`config.mk`:
```
export PLATFORM = sky130hd
export DESIGN_NAME = iotu_channel
export DESIGN_NICKNAME = d
export VERILOG_FILES = /design/src/iotu_channel.v
export VERILOG_INCLUDE_DIRS = /design/src /design/src/src
export SDC_FILE = /design/constraint.sdc
export NUM_CORES = 1
export LEC_CHECK = 0
export BUFFER_PORTS_ARGS = -buffer_cell sky130_fd_sc_hd__buf_2
export CAP_MARGIN = 20
export CORE_AREA = 3 3 146 148
export CTS_CLUSTER_DIAMETER = 40
export DETAILED_ROUTE_END_ITERATION = 12
export DIE_AREA = 0 0 149 151
export PLACE_DENSITY = 0.63
export SLEW_MARGIN = 0
export SYNTH_ARGS = -nofsm -noshare
export SYNTH_HDL_FRONTEND = slang
export SYNTH_SLANG_ARGS = --single-unit
```
`constraint.sdc`:
```
create_clock -name i_clk -period 3.2 [get_ports i_clk]
set_input_delay 0.8 -clock i_clk [delete_from_list [all_inputs] [get_ports i_clk]]
set_output_delay 0.8 -clock i_clk [all_outputs]
set_load 0.05 [all_outputs]
```
`src/iotu_defs.vh`:
```
// constants for the io timer unit channel
//
// Contract
// sixteen-bit down counter, reload 0, reload 1 and capture register per channel
// start by software enable or external input edge or level, selectable; the external start is ignored in measure and noise modes
// one mode at a time per channel, chosen by mode field
// measure modes count down after enable; capture copies counter to capture register
// measure clear: capture also sets counter to all ones
// measure free-run: count through captures, wrap to all ones on underflow
// measure modes: event on underflow or capture; stop only by enable clear
// only the dma capable channel issues dma requests, on underflow
// noise mode: valid level counts; underflow raises event and stops
// noise mode: invalid level pauses; valid again reloads initial count, restarts
// noise mode stops at underflow or enable clear; underflow event and dma
// pwm: load reload 0 at start, then alternate reload 1 and reload 0
// pwm output toggles at start and every underflow
// pwm stops at once when enable cleared
// pwm interrupt on even underflows only; dma on every underflow
// single-shot: load reload 0, count, stop at underflow
// single-shot output toggles at start and underflow; event and dma
// delayed single-shot: preset count, reload 0 at first underflow, stop at second
// delayed single-shot toggles at both underflows; event and dma at each
// mode code 000 ss, 001 dss, 010 cont, 011 pwm, 100 mclr, 101 mfree, 11x noise
// continuous: preset count, reload 0 each underflow, toggle start and underflows
// start toggles happen on a count clock enable edge
// underflow when counter decrements from zero, so n gives n plus one counts
`ifndef IOTU_DEFS_VH
`define IOTU_DEFS_VH
`define IOTU_MODE_SS     3'h0
`define IOTU_MODE_DSS    3'h1
`define IOTU_MODE_CONT   3'h2
`define IOTU_MODE_PWM    3'h3
`define IOTU_MODE_MCLR   3'h4
`define IOTU_MODE_MFREE  3'h5
`define IOTU_TRIG_RISE   3'h0
`define IOTU_TRIG_FALL   3'h1
`define IOTU_TRIG_BOTH   3'h2
`define IOTU_TRIG_HIGH   3'h3
`define IOTU_TRIG_LOW    3'h4
`define IOTU_ADDR_CTRL   3'h0
`define IOTU_ADDR_CNT    3'h1
`define IOTU_ADDR_RLD0   3'h2
`define IOTU_ADDR_RLD1   3'h3
`define IOTU_ADDR_CAP    3'h4
`define IOTU_ADDR_STAT   3'h5
`define IOTU_ADDR_PSC    3'h6
`define IOTU_CTRL_EN     0
`define IOTU_CTRL_EXTEN  1
`define IOTU_CTRL_MODE   4:2
`define IOTU_CTRL_TRIG   7:5
`define IOTU_PSC_RST     16'h0000
`define IOTU_ALL_ONES    16'hffff
`endif

```
`src/iotu_channel.v`:
```
// one channel of the sixteen-bit multimode io timer unit
`timescale 1ns/1ps
`include "iotu_defs.vh"
module iotu_channel #(
	parameter DMA_CAPABLE = 1
) (
	input  wire        i_clk,
	input  wire        i_nrst,
	input  wire [2:0]  i_addr,
	input  wire [15:0] i_wdata,
	input  wire        i_wr,
	input  wire        i_rd,
	output wire [15:0] o_rdata,
	input  wire        i_ext_in,
	input  wire        i_capture,
	output wire        o_pulse,
	output wire        o_irq_evt,
	output wire        o_dma_req,
	output wire        o_running
);
// ============================================================
// input synchronisers
reg [1:0] ext_s_q;
reg [1:0] cap_s_q;
reg       ext_prev_q;
reg       cap_prev_q;
always @(posedge i_clk or negedge i_nrst) begin
	if (!i_nrst) begin
		ext_s_q    <= 2'h0;
		cap_s_q    <= 2'h0;
		ext_prev_q <= 1'b0;
		cap_prev_q <= 1'b0;
	end else begin
		ext_s_q    <= {ext_s_q[0], i_ext_in};
		cap_s_q    <= {cap_s_q[0], i_capture};
		ext_prev_q <= ext_s_q[1];
		cap_prev_q <= cap_s_q[1];
	end
end
wire ext_lvl  = ext_s_q[1];
wire ext_rise = ext_lvl & ~ext_prev_q;
wire ext_fall = ~ext_lvl & ext_prev_q;
wire cap_rise = cap_s_q[1] & ~cap_prev_q;
// ============================================================
// registers
reg [7:0]  ctrl_q;
reg [15:0] rld0_q;
reg [15:0] rld1_q;
reg [15:0] cap_q;
reg [15:0] cnt_q;
reg [15:0] psc_q;
reg [15:0] pdiv_q;
reg        run_q;
reg        start_q;
reg        pend_q;
reg        ff_q;
reg        phase_q;
reg        irq_q;
reg        dma_q;
reg        cap_ev_q;
reg        unf_ev_q;
reg [15:0] rdata_q;
wire [2:0] mode  = ctrl_q[`IOTU_CTRL_MODE];
wire [2:0] trig  = ctrl_q[`IOTU_CTRL_TRIG];
wire       noise = mode[2] & mode[1];
wire       meas  = (mode == `IOTU_MODE_MCLR) | (mode == `IOTU_MODE_MFREE);
wire wr_ctrl = i_wr & (i_addr == `IOTU_ADDR_CTRL);
wire wr_en1  = wr_ctrl & i_wdata[`IOTU_CTRL_EN];
wire wr_en0  = wr_ctrl & ~i_wdata[`IOTU_CTRL_EN];
// ============================================================
// count clock prescaler: one-cycle enable pulse
// compare with >= so a smaller divider written mid-count cannot run the count to a wrap
wire tick = (pdiv_q >= psc_q);
always @(posedge i_clk or negedge i_nrst) begin
	if (!i_nrst) begin
		pdiv_q <= 16'h0000;
	end else if (tick) begin
		pdiv_q <= 16'h0000;
	end else begin
		pdiv_q <= pdiv_q + 16'h0001;
	end
end
// ============================================================
// external start condition
reg ext_go;
always @* begin
	case (trig)
		`IOTU_TRIG_RISE: ext_go = ext_rise;
		`IOTU_TRIG_FALL: ext_go = ext_fall;
		`IOTU_TRIG_BOTH: ext_go = ext_rise | ext_fall;
		`IOTU_TRIG_HIGH: ext_go = ext_lvl;
		`IOTU_TRIG_LOW:  ext_go = ~ext_lvl;
		default:         ext_go = 1'b0;
	endcase
end
// noise mode valid level, polarity from the level trigger choice
wire valid_lvl = (trig == `IOTU_TRIG_LOW) ? ~ext_lvl : ext_lvl;
// external start only when enabled; noise mode runs from the level itself
wire ext_start = ctrl_q[`IOTU_CTRL_EXTEN] & ext_go & ~noise & ~meas;
// ============================================================
// counter and mode sequencing
wire unf = run_q & tick & (cnt_q == 16'h0000) & ~start_q;
always @(posedge i_clk or negedge i_nrst) begin
	if (!i_nrst) begin
		ctrl_q   <= 8'h00;
		rld0_q   <= 16'h0000;
		rld1_q   <= 16'h0000;
		cap_q    <= 16'h0000;
		cnt_q    <= 16'h0000;
		psc_q    <= `IOTU_PSC_RST;
		run_q    <= 1'b0;
		start_q  <= 1'b0;
		pend_q   <= 1'b0;
		ff_q     <= 1'b0;
		phase_q  <= 1'b0;
		irq_q    <= 1'b0;
		dma_q    <= 1'b0;
		cap_ev_q <= 1'b0;
		unf_ev_q <= 1'b0;
	end else begin
		irq_q <= 1'b0;
		dma_q <= 1'b0;
		if (wr_ctrl) begin
			ctrl_q <= i_wdata[7:0];
		end
		if (i_wr & (i_addr == `IOTU_ADDR_RLD0)) begin
			rld0_q <= i_wdata;
		end
		if (i_wr & (i_addr == `IOTU_ADDR_RLD1)) begin
			rld1_q <= i_wdata;
		end
		if (i_wr & (i_addr == `IOTU_ADDR_PSC)) begin
			psc_q <= i_wdata;
		end
		if (i_wr & (i_addr == `IOTU_ADDR_CNT)) begin
			cnt_q <= i_wdata;
		end
		// sticky status, set wins over the read clear
		if (i_rd & (i_addr == `IOTU_ADDR_STAT)) begin
			cap_ev_q <= 1'b0;
			unf_ev_q <= 1'b0;
		end
		// software disable beats any start in the same cycle
		if (wr_en0) begin
			run_q  <= 1'b0;
			pend_q <= 1'b0;
			start_q <= 1'b0;
		end else if ((wr_en1 | ext_start) & ~run_q & ~pend_q) begin
			pend_q <= 1'b1;
		end
		// start waits for the count clock so the toggle lands on it
		if (pend_q & tick & ~wr_en0) begin
			pend_q  <= 1'b0;
			run_q   <= 1'b1;
			phase_q <= 1'b0;
			case (mode)
				`IOTU_MODE_SS, `IOTU_MODE_PWM: begin
					cnt_q <= rld0_q;
					ff_q  <= ~ff_q;
				end
				`IOTU_MODE_CONT: begin
					cnt_q <= cnt_q - 16'h0001;
					ff_q  <= ~ff_q;
				end
				`IOTU_MODE_MCLR, `IOTU_MODE_MFREE: begin
					cnt_q <= cnt_q - 16'h0001;
				end
				`IOTU_MODE_DSS: begin
					cnt_q <= cnt_q - 16'h0001;
				end
				default: begin
					cnt_q <= rld0_q;
					start_q <= 1'b1;
				end
			endcase
		end else if (run_q & ~wr_en0 & noise) begin
			// noise: rld0 holds the initial count
			if (~valid_lvl) begin
				start_q <= 1'b1;
			end else if (tick) begin
				if (start_q) begin
					cnt_q   <= rld0_q;
					start_q <= 1'b0;
				end else if (cnt_q == 16'h0000) begin
					run_q    <= 1'b0;
					irq_q    <= 1'b1;
					dma_q    <= (DMA_CAPABLE != 0);
					unf_ev_q <= 1'b1;
				end else begin
					cnt_q <= cnt_q - 16'h0001;
				end
			end
		end else if (run_q & ~wr_en0 & tick) begin
			if (unf) begin
				unf_ev_q <= 1'b1;
				dma_q    <= (DMA_CAPABLE != 0);
				case (mode)
					`IOTU_MODE_SS: begin
						run_q <= 1'b0;
						ff_q  <= ~ff_q;
						irq_q <= 1'b1;
						cnt_q <= `IOTU_ALL_ONES;
					end
					`IOTU_MODE_DSS: begin
						ff_q  <= ~ff_q;
						irq_q <= 1'b1;
						phase_q <= 1'b1;
						if (phase_q) begin
							run_q <= 1'b0;
							cnt_q <= `IOTU_ALL_ONES;
						end else begin
							cnt_q <= rld0_q;
						end
					end
					`IOTU_MODE_CONT: begin
						ff_q  <= ~ff_q;
						irq_q <= 1'b1;
						cnt_q <= rld0_q;
					end
					`IOTU_MODE_PWM: begin
						ff_q    <= ~ff_q;
						phase_q <= ~phase_q;
						irq_q   <= phase_q;
						cnt_q   <= phase_q ? rld0_q : rld1_q;
					end
					default: begin
						irq_q <= 1'b1;
						cnt_q <= `IOTU_ALL_ONES;
					end
				endcase
			end else begin
				cnt_q <= cnt_q - 16'h0001;
			end
		end
		// capture in measure modes, independent of the count clock
		if (run_q & meas & cap_rise & ~wr_en0) begin
			cap_q    <= cnt_q;
			cap_ev_q <= 1'b1;
			irq_q    <= 1'b1;
			if (mode == `IOTU_MODE_MCLR) begin
				cnt_q <= `IOTU_ALL_ONES;
			end
		end
	end
end
// ============================================================
// read port, data one cycle after the strobe
always @(posedge i_clk or negedge i_nrst) begin
	if (!i_nrst) begin
		rdata_q <= 16'h0000;
	end else if (i_rd) begin
		case (i_addr)
			`IOTU_ADDR_CTRL: rdata_q <= {8'h00, ctrl_q[7:1], run_q};
			`IOTU_ADDR_CNT:  rdata_q <= cnt_q;
			`IOTU_ADDR_RLD0: rdata_q <= rld0_q;
			`IOTU_ADDR_RLD1: rdata_q <= rld1_q;
			`IOTU_ADDR_CAP:  rdata_q <= cap_q;
			`IOTU_ADDR_STAT: rdata_q <= {12'h000, ff_q, run_q, cap_ev_q, unf_ev_q};
			`IOTU_ADDR_PSC:  rdata_q <= psc_q;
			default:         rdata_q <= 16'h0000;
		endcase
	end else begin
		rdata_q <= 16'h0000;
	end
end
assign o_rdata   = rdata_q;
assign o_pulse   = ff_q;
assign o_irq_evt = irq_q;
assign o_dma_req = dma_q;
assign o_running = run_q;
endmodule // iotu_channel

```
# == After elaboration in Yosys (flattened, before gate mapping) ==
# Index checks and enable logic that the tools add are counted.
# op_classes
n_addsub,2
n_mul,0
n_div,0
n_lt_le_gt_ge,1
n_eq_ne,17
shift,0
muxes,77
n_bitwise,43
reduce_logical,16
# op_table
op,n
$mux 16,16
$pmux 16 s7,1
$mux 1,56
$pmux 16 s3,1
$and 1x1->1,28
$eq 3x2->1 const B,6
$eq 3x3->1 const B,6
$add 16x1->16 const B,1
$ge 16x16->1,1
$logic_not 16->1,1
$sub 16x1->16 const B,1
$not 1->1,12
$eq 3x1->1 const B,3
$logic_not 3->1,3
$reduce_bool 2->1,4
$reduce_or 4->1,2
$reduce_bool 3->1,2
$reduce_or 6->1,1
$pmux 1 s5,1
$reduce_and 5->1,1
$ne 2x2->1 const B,2
$pmux 1 s2,2
$reduce_and 4->1,1
$or 1x1->1,3
$reduce_or 3->1,1
# word_totals
regBits,135
latch_bits,0
ram_bits,0
romBits,0
input_bits,25
out_inout_bits,20
wordCells,177
memories,0

# == Logic depth before layout (Yosys ltp) ==
# Gate-level depths: netlist of run 1.
# depth
word_depth,13
mapped_depth,12

# == Worst setup path after synthesis of run 1 ==
# OpenSTA, ideal clock, no wires.
# synth_path
path_kind,input port to flip-flop
from,input port i_addr[0]
to,register cnt_q[3]
t_arrival_ns,2.593
required_ns,3.066
setup_slack_ns,0.472
path_stages,10
path_buffers,3
path_cell_list,buf_4 -> or4b_4 -> o21ai_2 -> or4_1 -> buf_2 -> nor2_2 -> a31o_2 -> buf_6 -> a221oi_1 -> a22oi_2
# synth_between
elab_chain_cells,11
# synth_rtl
element,line_no,source
"start, declared",iotu_channel.v:9,"input wire [2:0] i_addr,"
$eq 3x1->1 (no source line) / $logic_not 3->1 (equally long branches),n/a,
$and 1x1->1 (on tied branches),"iotu_channel.v:135, iotu_channel.v:67",
$mux 16 / $and 1x1->1 (equally long branches),"iotu_channel.v:135, iotu_channel.v:69",
$mux 16 / $not 1->1 (equally long branches),n/a,
$mux 16 / $and 1x1->1 (equally long branches),"iotu_channel.v:181, iotu_channel.v:176, iotu_channel.v:193",
$mux 16 / $and 1x1->1 (equally long branches),"iotu_channel.v:180, iotu_channel.v:193",
$mux 16 (on tied branches),"iotu_channel.v:178, iotu_channel.v:193",
$mux 16,iotu_channel.v:176,end else if (run_q & ~wr_en0 & noise) begin
$mux 16,iotu_channel.v:152,if (pend_q & tick & ~wr_en0) begin
$mux 16,iotu_channel.v:240,if (mode == `IOTU_MODE_MCLR) begin
$mux 16 *,iotu_channel.v:236,if (run_q & meas & cap_rise & ~wr_en0) begin
"end signal, assigned",iotu_channel.v:158,cnt_q <= rld0_q;
"end signal, assigned",iotu_channel.v:182,cnt_q <= rld0_q;
"end signal, assigned",iotu_channel.v:241,cnt_q <= `IOTU_ALL_ONES;
"end, declared",iotu_channel.v:50,reg [15:0] cnt_q;
# Every way passes the cells marked *; elsewhere a longest branch is shown, timed or not.
# A chain may end at the register's enable or synchronous reset.

# == Worst setup path after layout of run 1 ==
# layout_path
from,register pdiv_q[13]
to,register cnt_q[10]
# layout_between
elab_chain_cells,10
# layout_rtl
element,line_no,source
"start, declared",iotu_channel.v:52,reg [15:0] pdiv_q;
"start signal, assigned",iotu_channel.v:80,pdiv_q <= pdiv_q + 16'h0001;
$ge 16x16->1 *,iotu_channel.v:73,wire tick = (pdiv_q >= psc_q);
$and 1x1->1 (3 in series),iotu_channel.v:102,wire unf = run_q & tick & (cnt_q == 16'h0000) & ~start_q;
$mux 16,iotu_channel.v:194,if (unf) begin
$mux 16,iotu_channel.v:193,end else if (run_q & ~wr_en0 & tick) begin
$mux 16,iotu_channel.v:176,
$mux 16 *,iotu_channel.v:152,
$mux 16,iotu_channel.v:240,
$mux 16 *,iotu_channel.v:236,
# Marks and branches as above.

==> summary.txt, run 1 <==
Run status
  – Status: finished, final reports clean

Finish
  – Final nets: 914
  – Antenna cells: 0
  – Area delta synth->final: 17.2%
  – Most frequent cells in the layout: dfrtp_1 (134), nand2_1 (85), mux2_2 (71)
  – Fin util: 46.4%
  – Share of layout cells above drive strength 1: 24.2%
  – Post-Layout Cell Count: 1151
  – Filler instances: 1920
  – Commonest non-fill, non-tap cell in the layout: dfrtp_1

Yosys
  – Asr flop ratio synth: 100%
  – Synth cell types: 69
  – Post-Synthesis Cells: 812
  – Yosys warns: 0
  – Post-synth EDFFs: 0
  – Syn_nets: 858
  – Synthesis-stage register bit count: 134
  – Mapped Area: 7980 µm²
  – Seq/Total Area, Yosys: 42.0%
  – Syn Area/Cell: 9.83 µm²
  – Top FF cell, synth: dfrtp_1

Clock tree
  – CTS Sinks: 134
  – CTS tree: yes
  – Root buffer cell: clkbuf_16
  – Clk pin slew, worst setup/hold paths: 0.06 ns
  – Skew-Pair Late Insertion Delay: 0.42 ns
  – Clock Path Buffers: 2
  – Postcts setup bufs: 0
  – CTS H-Tree Depth: 4
  – Total CTS buffers: 17

STA
  – Fin. max-slew vios: 0
  – Setup WS post-layout: 0.156 ns
  – Final-report setup violation count: 0
  – Worst-Margin Slew: 1.15 ns
  – RSZ-0062 raised after global routing: false
  – Slew HR: 23.0%
  – Fmax: 329 MHz
  – Min Tclk post-route: 3.04 ns
  – Clk_skew: 0.0113 ns
  – Final worst path period share: 95.1%
  – Final hold viol count: 0

Critical path
  – Critical Path Start Type: flop
  – Max FO, Critical Path: 5
  – Worst setup path startpoint: pdiv_q[13]
  – Reg-to-Reg End: cnt_q[10]
  – Worst Path Arrival: 3.31 ns
  – Crit Path Category: flop to flop
  – Worst r2r path cells: 9
  – Worst setup endpoint: cnt_q[10]
  – R2R Path Start: pdiv_q[13]
  – Required time worst endpoint: 3.46 ns
  – R2r setup slk: 0.16 ns
  – CP Capture Type: flop

Die
  – Die ar.: 22500 µm²
  – Die X: 149 µm
  – Ports: 45
  – Starting Density: 39.6%
  – Die H: 151 µm
  – Site Rows: 52
  – Core area: 20200 µm²

Drt
  – Routed WL: 25000 µm
  – Drt initial violations: 670
  – Drt first pass iters: 5
  – Post-DRT Antenna Nets: 0
  – Top Layer Used: met4
  – Via count: 6755
  – Via density: 5.87
  – WL met2: 11900 µm
  – Wire length on met3: 1670 µm
  – DRT met1 WL: 10800 µm
  – Remaining DRCs: 0
  – Avg WL per Cell: 21.7 µm

Pwr
  – Worst ir drop on vdd: 351 µV
  – Pwr Total: 7.47 mW
  – PD cells: 798 nW/µm²
  – Leak: 4.18 nW

Placed design
  – DPL Wire Length: 18000 µm
  – Setup WS pre-CTS: -0.0743 ns
  – Input/output buffers: 44
  – Placed cells: 1119
  – GPL Wtd Cong: 1.04

Global routing
  – Largest net degree at the start of global routing: 68
  – First-pass GRT wire length: 38900 µm
  – Tot GR Track Use: 22.6%
  – Gr ovfl total: 0
  – Initial antenna violation count: 0
  – Vias in the first global route: 6653

Hold path
  – Type of the worst min-delay path: input pin to async pin

Run
  – # Max-Cap Violations: 0
-- where the power goes --
part | switching, mW | internal (mW) | total [mW]
clock network | 0.750 | 1.50 | 2.25
logic | 1.44 | 1.07 | 2.52
registers | 0.575 | 2.12 | 2.70
total | 2.77 | 4.70 | 7.47
-- worst min-delay path by stage --
stage,depth (start not counted),end,startpoint
3_5_place_dp,0,ext_s_q[1],ext_s_q[0]
6_report,1,o_rdata[4],i_nrst
2_1_floorplan,0,cap_s_q[1],cap_s_q[0]
5_1_grt,1,o_rdata[4],i_nrst
4_1_cts,1,psc_q[6],i_nrst
3_3_place_gp,0,ext_s_q[1],ext_s_q[0]
-- critical path, stage by stage, from the launching register on --
cell      delay [ns]
dfrtp_1         0.42
ha_1            0.31
nand4_1         0.20
a2111o_1        0.43
o32ai_4         0.30
nor2_2          0.13
buf_4           0.17
or4_1           0.56
o21ai_0         0.23
a32oi_1         0.13
-- registers in the layout, indices dropped and copies added, names as in the netlist, 2 cells and up --
signal,flops
cap_q,16
rld0_q,16
ext_s_q,2
o_rdata,16
ctrl_q,7
cap_s_q,2
psc_q,16
cnt_q,16
rld1_q,16
pdiv_q,16
-- metrics by stage --
step | instance area [µm²] | hold slack [ns] | setup TNS (ns)
after floorplan | 7980 | 0.331 | 0
after global placement | 8640 | 0.335 | 0
after detailed placement | 8640 | 0.336 | -0.324
after CTS | 9320 | 0.265 | 0
after global routing | 9350 | 0.283 | 0
final | 9350 | 0.273 | 0
-- cells in the mapped netlist (all sizes together) (10+ instances only) --
cell type / instances / share of area [%]
nand3: 16 / 1.0
nor2: 67 / 3.2
o21ai: 47 / 3.0
nand2: 86 / 4.1
nor3: 12 / 0.82
nor4: 11 / 0.94
a221oi: 10 / 1.1
mux2: 71 / 10
a22oi: 29 / 2.8
dfrtp: 134 / 42
a21oi: 30 / 1.9
o22ai: 14 / 1.1
clkbuf: 24 / 1.1
buf: 22 / 1.8
xnor2: 16 / 1.8
ha: 21 / 3.3
xor2: 16 / 1.8
mux2i: 28 / 3.5
inv: 36 / 1.7
-- layout make-up --
class	count	area, µm²	area share (%)
well taps	270	338	3.61
clock buffers	20	457	4.88
multi-input cells	595	4300	46.0
repair buffers	83	544	5.82
clock inverters	12	223	2.38
inverters	37	139	1.49
flip-flops and latches	134	3350	35.9
-- cells by family (layout without fill, tap and decap cells) --
| logic type | Yosys count | count (layout) | share of synthesized area (%) |
|---|---|---|---|
| flip-flops | 134 | 134 | 42.0 |
| AO/OA/AOI/OAI | 189 | 189 | 16.1 |
| adder cells (fa/ha/maj) | 21 | 21 | 3.29 |
| AND/OR/NAND/NOR | 248 | 248 | 15.2 |
| buffers and inverters | 83 | 152 | 4.62 |
| XOR/XNOR | 32 | 32 | 3.51 |
| multiplexers | 105 | 105 | 15.2 |
-- repair_timing --
item,4_1_cts,5_1_grt
resized for setup,1,5
hold buffers,0,0
pin swaps,0,1
hold endpoints to repair,0,0
setup endpoints to repair,12,7
-- per-layer routing --
layer | vias up | global-route usage [%]
li1 | 3069 | -
met3 | 59 | 4.88
met2 | 274 | 36.5
met1 | 3353 | 30.1
met4 | 0 | 7.87
met5 | - | 0
No activity file was read; power rests on OpenSTA's default activity.
==> inputs of run 2 (changes only) <==
--- a/config.mk
+++ b/config.mk
@@ -6,13 +6,14 @@
 export SDC_FILE = /design/constraint.sdc
 export NUM_CORES = 1
 export LEC_CHECK = 0
-export BUFFER_PORTS_ARGS = -buffer_cell sky130_fd_sc_hd__buf_2
+export BUFFER_PORTS_ARGS = -buffer_cell sky130_fd_sc_hd__clkbuf_2
 export CAP_MARGIN = 20
 export CORE_AREA = 3 3 146 148
 export CTS_CLUSTER_DIAMETER = 40
 export DETAILED_ROUTE_END_ITERATION = 12
 export DIE_AREA = 0 0 149 151
 export PLACE_DENSITY = 0.63
+export SKIP_CTS_REPAIR_TIMING = 1
 export SLEW_MARGIN = 0
 export SYNTH_ARGS = -nofsm -noshare
 export SYNTH_HDL_FRONTEND = slang
==> summary.txt, run 2 (synthesis gave the netlist of run 1 again) <==
Drt
  – Drt first pass iters: 5 (unchanged)
  – Via density: 5.86 (was 5.87)
  – Via count: 6793 (was 6755)
  – Routed WL: 25900 µm (was 25000 µm)
  – Post-DRT Antenna Nets: 0 (unchanged)
  – Remaining DRCs: 0 (unchanged)
  – Drt initial violations: 622 (was 670)
  – Avg WL per Cell: 22.4 µm (was 21.7 µm)

Global routing
  – Gr ovfl total: 0 (unchanged)
  – Largest net degree at the start of global routing: 72 (was 68)
  – First-pass GRT wire length: 40500 µm (was 38900 µm)
  – Tot GR Track Use: 23.9% (was 22.6%)
  – Vias in the first global route: 6823 (was 6653)
  – Initial antenna violation count: 1 (was 0)

STA
  – Fmax: 335 MHz (was 329 MHz)
  – Final-report setup violation count: 0 (unchanged)
  – Clk_skew: 0.0107 ns (was 0.0113 ns)
  – Final TNS setup: 0 ns (unchanged)
  – Final worst path period share: 93.4% (was 95.1%)
  – Hold_ws: 0.357 ns (was 0.273 ns)
  – Worst-Margin Slew: 1.16 ns (was 1.15 ns)
  – Slew HR: 22.0% (was 23.0%)
  – Setup WS post-layout: 0.211 ns (was 0.156 ns)
  – RSZ-0062 raised after global routing: false (unchanged)
  – Fin. max-slew vios: 0 (unchanged)
  – Final hold viol count: 0 (unchanged)
  – Min Tclk post-route: 2.99 ns (was 3.04 ns)

Pwr
  – Clk network pwr share: 28.5% (was 30.2%)
  – Sequential Power Share: 37.4% (was 36.1%)
  – Leak: 4.16 nW (was 4.18 nW)
  – Pwr Total: 7.27 mW (was 7.47 mW)
  – PD cells: 781 nW/µm² (was 798 nW/µm²)
  – Internal power: 4.48 mW (was 4.70 mW)
  – Sw power: 2.79 mW (was 2.77 mW)
  – Worst ir drop on vdd: 337 µV (was 351 µV)
  – Net Sw Frac: 38.4% (was 37.1%)
  – Combinational Power Share: 34.1% (was 33.7%)

Critical path
  – Crit-path cells: ha_1, nand4_1, a2111o_1, o32ai_2, or2_1, and3_4, nor2b_4, a22oi_1 (was ha_1, nand4_1, a2111o_1, o32ai_4, nor2_2, buf_4, or4_1, o21ai_0, a32oi_1)
  – R2R Path Start: pdiv_q[13] (unchanged)
  – Crit Path Category: flop to flop (unchanged)
  – Worst Path Arrival: 3.27 ns (was 3.31 ns)
  – Critical Path Start Type: flop (unchanged)
  – CP Capture Type: flop (unchanged)
  – Worst setup path startpoint: pdiv_q[13] (unchanged)
  – CP max stage delay: 0.42 ns (was 0.56 ns)
  – Max FO, Critical Path: 12 (was 5)
  – Critical-path top delay cell: dfrtp_1 (was or4_1)
  – Required time worst endpoint: 3.49 ns (was 3.46 ns)
  – Critical path buffers and inverters: 0 (was 1)
  – Family with the most delay on the worst path: simple AND/OR/NAND/NOR gates (was compound AO/OA/AOI/OAI gates)

Clock tree
  – Clk pin slew, worst setup/hold paths: 0.06 ns (about the same)
  – Root buffer cell: clkbuf_16 (unchanged)
  – CTS H-Tree Depth: 4 (unchanged)
  – Clock Path Buffers: 2 (unchanged)
  – CTS Sinks: 134 (unchanged)
  – Total CTS buffers: 17 (unchanged)
  – CTS tree: yes (unchanged)
  – Skew-Pair Late Insertion Delay: 0.43 ns (was 0.42 ns)

Finish
  – Post-Layout Cell Count: 1159 (was 1151)
  – Antenna cells: 0 (unchanged)
  – Share of layout cells above drive strength 1: 24.3% (was 24.2%)
  – Final nets: 923 (was 914)
  – Most frequent cells in the layout: dfrtp_1 (134), nand2_1 (85), mux2_2 (71) (unchanged)
  – Fin util: 46.1% (was 46.4%)
  – Final instance area: 9310 µm² (was 9350 µm²)
  – Commonest non-fill, non-tap cell in the layout: dfrtp_1 (unchanged)
  – Area delta synth->final: 16.6% (was 17.2%)

Die
  – Site Rows: 52 (unchanged)
  – Die ar.: 22500 µm² (unchanged)
  – Die X: 149 µm (unchanged)
  – Ports: 45 (unchanged)
  – Starting Density: 39.6% (unchanged)
  – Die H: 151 µm (unchanged)
  – Core area: 20200 µm² (unchanged)

Hold path
  – HP Start: cap_s_q[0]
  – Type of the worst min-delay path: flop to flop (was input pin to async pin)

Placed design
  – Post-Place Cell Area: 8690 µm² (was 8640 µm²)
  – Placed cells: 1128 (was 1119)
  – DPL Wire Length: 18700 µm (was 18000 µm)
  – Input/output buffers: 44 (unchanged)
  – GPL Wtd Cong: 0.926 (was 1.04)
  – Setup WS pre-CTS: 0.226 ns (was -0.0743 ns)

Run status
  – Status: finished, final reports clean (unchanged)

Run
  – # Max-Cap Violations: 0 (unchanged)
==> run 2: cell types whose count changed in the layout (fill, tap and decap cells not counted), moves of 2 or more <==
| cell | previous run | this run |
|---|---|---|
| buf_2 | 43 | 0 |
| clkbuf_2 | 0 | 43 |
| buf_4 | 37 | 47 |
| bufinv_16 | 6 | 4 |
| clkbuf_8 | 2 | 0 |
==> run 2: area by class of cell <==
cell class | count | area (µm²)
multi-input combinational | 595 | 4260
tap | 270 | 338
clock inverter | 12 | 179
sequential | 134 | 3350
inverter | 37 | 139
clock buffer | 19 | 433
timing repair buffer | 92 | 599
fill | 1914 | 10900
==> run 2: routing by layer <==
metal,share of wire [%],vias to the layer above,GRT usage (%)
met1,42,3358,31.1
met2,47,304,38.7
met3,8.0,45,6.07
met4,2.4,2,8.33
met5,0.050,-,0
li1,-,3084,-
==> run 2: worst paths after layout <==
| kind | slack [ns] | end | depth (start not counted) |
|---|---|---|---|
| min in group asynchronous | 0.39 | cap_q[1] | 1 |
| hold / removal | 0.36 | cap_s_q[1] | 0 |
| max in group asynchronous | 2.04 | cap_q[2] | 2 |
| setup / recovery | 0.21 | cnt_q[9] | 8 |
| setup reg to reg | 0.21 | cnt_q[9] | 8 |
| hold reg to reg | 0.36 | cap_s_q[1] | 0 |
==> run 2: power by group through the flow <==
stage	Combinational, mW	Clock [mW]	Sequential, mW
2_1_floorplan	1.72	0	2.57
3_3_place_gp	2.41	0	2.72
3_5_place_dp	2.43	0	2.72
4_1_cts	2.45	2.09	2.70
5_1_grt	2.73	2.18	2.77
6_report	2.48	2.07	2.72
==> inputs of run 3 (changes only) <==
--- a/config.mk
+++ b/config.mk
@@ -6,13 +6,13 @@
 export SDC_FILE = /design/constraint.sdc
 export NUM_CORES = 1
 export LEC_CHECK = 0
+export ABC_AREA = 1
 export BUFFER_PORTS_ARGS = -buffer_cell sky130_fd_sc_hd__clkbuf_2
 export CAP_MARGIN = 20
-export CORE_AREA = 3 3 146 148
-export CTS_CLUSTER_DIAMETER = 40
+export CORE_AREA = 3 3 147 149
 export DETAILED_ROUTE_END_ITERATION = 12
-export DIE_AREA = 0 0 149 151
-export PLACE_DENSITY = 0.63
+export DIE_AREA = 0 0 150 152
+export PLACE_DENSITY = 0.64
 export SKIP_CTS_REPAIR_TIMING = 1
 export SLEW_MARGIN = 0
 export SYNTH_ARGS = -nofsm -noshare
==> summary.txt, run 3 <==
Run status
  – Status: finished, final reports clean (unchanged)

Critical path
  – Worst r2r path cells: 14 (was 8)
  – Worst Path Arrival: 2.97 ns (was 3.27 ns)
  – Max FO, Critical Path: 18 (was 12)
  – R2R Path Start: pdiv_q[5] (was pdiv_q[13])
  – CP Capture Type: flop (unchanged)
  – Crit Path Category: flop to flop (unchanged)
  – R2r setup slk: 0.52 ns (was 0.21 ns)
  – Reg-to-Reg End: o_irq_evt (was cnt_q[9])
  – Required time worst endpoint: 3.49 ns (about the same)
  – Critical Path Start Type: flop (unchanged)
  – Worst setup endpoint: o_irq_evt (was cnt_q[9])
  – Worst setup path startpoint: pdiv_q[5] (was pdiv_q[13])

STA
  – Fin. max-slew vios: 0 (unchanged)
  – Slew HR: 33.9% (was 22.0%)
  – Final hold viol count: 0 (unchanged)
  – RSZ-0062 raised after global routing: false (unchanged)
  – Final TNS setup: 0 ns (unchanged)
  – Min Tclk post-route: 2.68 ns (was 2.99 ns)
  – Final-report setup violation count: 0 (unchanged)
  – Worst-Margin Slew: 0.989 ns (was 1.16 ns)
  – Hold_ws: 0.323 ns (was 0.357 ns)
  – Setup WS post-layout: 0.525 ns (was 0.211 ns)
  – Fmax: 374 MHz (was 335 MHz)
  – Final worst path period share: 83.6% (was 93.4%)
  – Clk_skew: 0.0111 ns (was 0.0107 ns)

Finish
  – Filler instances: 2081 (was 1914)
  – Commonest non-fill, non-tap cell in the layout: nand2_1 (was dfrtp_1)
  – Share of layout cells above drive strength 1: 12.2% (was 24.3%)
  – Area delta synth->final: 13.3% (was 16.6%)
  – Final nets: 1183 (was 923)
  – Antenna cells: 0 (unchanged)
  – Final instance area: 9210 µm² (was 9310 µm²)
  – Most frequent cells in the layout: nand2_1 (309), dfrtp_1 (134), inv_1 (131) (was dfrtp_1 (134), nand2_1 (85), mux2_2 (71))

Clock tree
  – CTS H-Tree Depth: 4 (unchanged)
  – Total CTS buffers: 17 (unchanged)
  – Skew-Pair Late Insertion Delay: 0.44 ns (was 0.43 ns)
  – CTS tree: yes (unchanged)
  – Root buffer cell: clkbuf_16 (unchanged)
  – Clock Path Buffers: 2 (unchanged)
  – Clk pin slew, worst setup/hold paths: 0.06 ns (about the same)
  – CTS Sinks: 134 (unchanged)

Yosys
  – Post-synth EDFFs: 0 (unchanged)
  – Syn Area/Cell: 7.38 µm² (was 9.83 µm²)
  – Yosys warns: 0 (unchanged)
  – Synth area leader: dfrtp_1 (unchanged)
  – Syn_nets: 1147 (was 858)
  – Synth cell count leaders: nand2_1 (309), dfrtp_1 (134), inv_1 (131), o21ai_0 (117), nor2_1 (58) (was dfrtp_1 (134), nand2_1 (85), mux2_2 (71), nor2_1 (66), o21ai_0 (44))
  – Synth top area share: 41.3% (was 42.0%)
  – Cell with the most instances after synthesis: nand2_1 (was dfrtp_1)
  – Synthesis-stage register bit count: 134 (unchanged)
  – Post-Synthesis Cells: 1101 (was 812)
  – Synth cell types: 49 (was 69)
  – Seq/Total Area, Yosys: 41.3% (was 42.0%)
  – Asr flop ratio synth: 100% (unchanged)
  – Top FF cell, synth: dfrtp_1 (unchanged)
  – Synth area leaders: dfrtp_1 (41%), nand2_1 (14%), o21ai_0 (7.2%), inv_1 (6.1%), a21oi_1 (3.5%) (was dfrtp_1 (42%), mux2_2 (10%), nand2_1 (4.0%), mux2i_1 (3.5%), ha_1 (3.3%))
  – Mapped Area: 8120 µm² (was 7980 µm²)

Drt
  – Avg WL per Cell: 18.1 µm (was 22.4 µm)
  – Drt initial violations: 747 (was 622)
  – Via count: 7731 (was 6793)
  – Drt first pass iters: 5 (unchanged)
  – Post-DRT Antenna Nets: 0 (unchanged)
  – Via density: 5.44 (was 5.86)
  – Routed WL: 25700 µm (was 25900 µm)
  – Remaining DRCs: 0 (unchanged)

Die
  – Die X: 150 µm (was 149 µm)
  – Ports: 45 (unchanged)
  – Die H: 152 µm (was 151 µm)
  – Site Rows: 52 (unchanged)
  – Die ar.: 22800 µm² (was 22500 µm²)
  – Starting Density: 40.0% (was 39.6%)
  – Core area: 20300 µm² (was 20200 µm²)

Pwr
  – Worst ir drop on vdd: 311 µV (was 337 µV)
  – Sw power: 2.98 mW (was 2.79 mW)
  – Leak: 4.53 nW (was 4.16 nW)
  – Internal power: 4.23 mW (was 4.48 mW)
  – Combinational Power Share: 36.0% (was 34.1%)
  – Sequential Power Share: 36.0% (was 37.4%)
  – Net Sw Frac: 41.4% (was 38.4%)
  – PD cells: 783 nW/µm² (was 781 nW/µm²)
  – Clk network pwr share: 28.1% (was 28.5%)

Global routing
  – First-pass GRT wire length: 41100 µm (was 40500 µm)
  – Vias in the first global route: 7256 (was 6823)
  – Gr ovfl total: 0 (unchanged)
  – Initial antenna violation count: 0 (was 1)
  – Tot GR Track Use: 23.2% (was 23.9%)
  – Largest net degree at the start of global routing: 52 (was 72)

Placed design
  – Input/output buffers: 44 (unchanged)
  – DPL Wire Length: 19100 µm (was 18700 µm)
  – GPL Wtd Cong: 0.953 (was 0.926)
  – Post-Place Cell Area: 8600 µm² (was 8690 µm²)
  – Setup WS pre-CTS: 0.556 ns (was 0.226 ns)

Run
  – # Max-Cap Violations: 0 (unchanged)

Hold path
  – Type of the worst min-delay path: input pin to async pin (was flop to flop)
run 3: cell types whose count changed in the layout (fill, tap and decap cells not counted), moves of 15 or more:
| cell | previous run | this run |
|---|---|---|
| o21ai_0 | 44 | 117 |
| mux2_2 | 71 | 1 |
| o21ai_1 | 1 | 28 |
| inv_1 | 36 | 131 |
| nand2_1 | 85 | 309 |
| a22oi_1 | 28 | 1 |
| nand3_1 | 16 | 46 |
| buf_4 | 47 | 16 |
| xnor2_1 | 16 | 1 |
| mux2i_1 | 28 | 0 |
| a21oi_1 | 29 | 57 |
run 3: power by group through the flow:
stage / sequential (mW) / combinational (mW) / clock, mW
after floorplan: 2.54 / 1.84 / 0
after global placement: 2.60 / 2.50 / 0
after detailed placement: 2.60 / 2.55 / 0
after CTS: 2.58 / 2.56 / 2.04
after global routing: 2.65 / 2.94 / 2.14
final: 2.59 / 2.59 / 2.02
run 3: kinds of logic after synthesis:
family                     Yosys count  share of synthesized area (%)
xor gates and xnor gates            12                           1.29
adders and majority gates           21                           3.23
DFF                                134                           41.3
and+or+nand+nor                    464                           25.0
buffers and inverters              191                           9.66
muxes                                1                          0.139
AOI/OAI and AO/OA                  278                           19.4
run 3: worst max-delay path, stage by stage (launching register included):
cell	delay, ns
dfrtp_1	0.44
ha_1	0.32
nand2_1	0.05
inv_1	0.04
nand2_1	0.06
nor2_1	0.11
nor2_1	0.06
nand2_1	0.12
nand2_2	0.08
nand2_4	0.24
nand3_2	0.12
inv_1	0.44
nor2_1	0.15
nand2_1	0.19
o21ai_1	0.10
run 3: layout make-up:
type	instances	area, µm²	share of cell area [%]
timing repair buffer	61	367	3.98
inverter	147	559	6.08
clock inverter	15	178	1.93
clock buffer	17	425	4.62
tap	270	338	3.67
sequential	134	3350	36.4
multi-input combinational	776	3990	43.3
run 3: worst min-delay path by stage:
stage / from / to / cells after the start
after global placement: cap_s_q[0] / cap_s_q[1] / 0
after global routing: i_nrst / ext_prev_q / 1
final: i_nrst / psc_q[0] / 1
after detailed placement: cap_s_q[0] / cap_s_q[1] / 0
after floorplan: cap_s_q[0] / cap_s_q[1] / 0
after CTS: i_nrst / ext_prev_q / 1
run 3: per-layer routing:
| layer | routed length, µm | part of all wire (%) | track usage, % |
|---|---|---|---|
| met5 | 0 | 0 | 0 |
| met4 | 578 | 2.2 | 7.71 |
| met3 | 2140 | 8.3 | 5.63 |
| met2 | 11600 | 45 | 34.7 |
| met1 | 11500 | 44 | 32.9 |
run 3: through the flow:
step | instances | power, mW | util, %
2_1_floorplan | 1101 | 4.38 | -
3_3_place_gp | 1388 | 5.10 | 42.4
3_5_place_dp | 1388 | 5.15 | 42.4
4_1_cts | 1420 | 7.18 | 45.4
5_1_grt | 1420 | 7.73 | 45.4
6_report | 1420 | 7.21 | 45.4
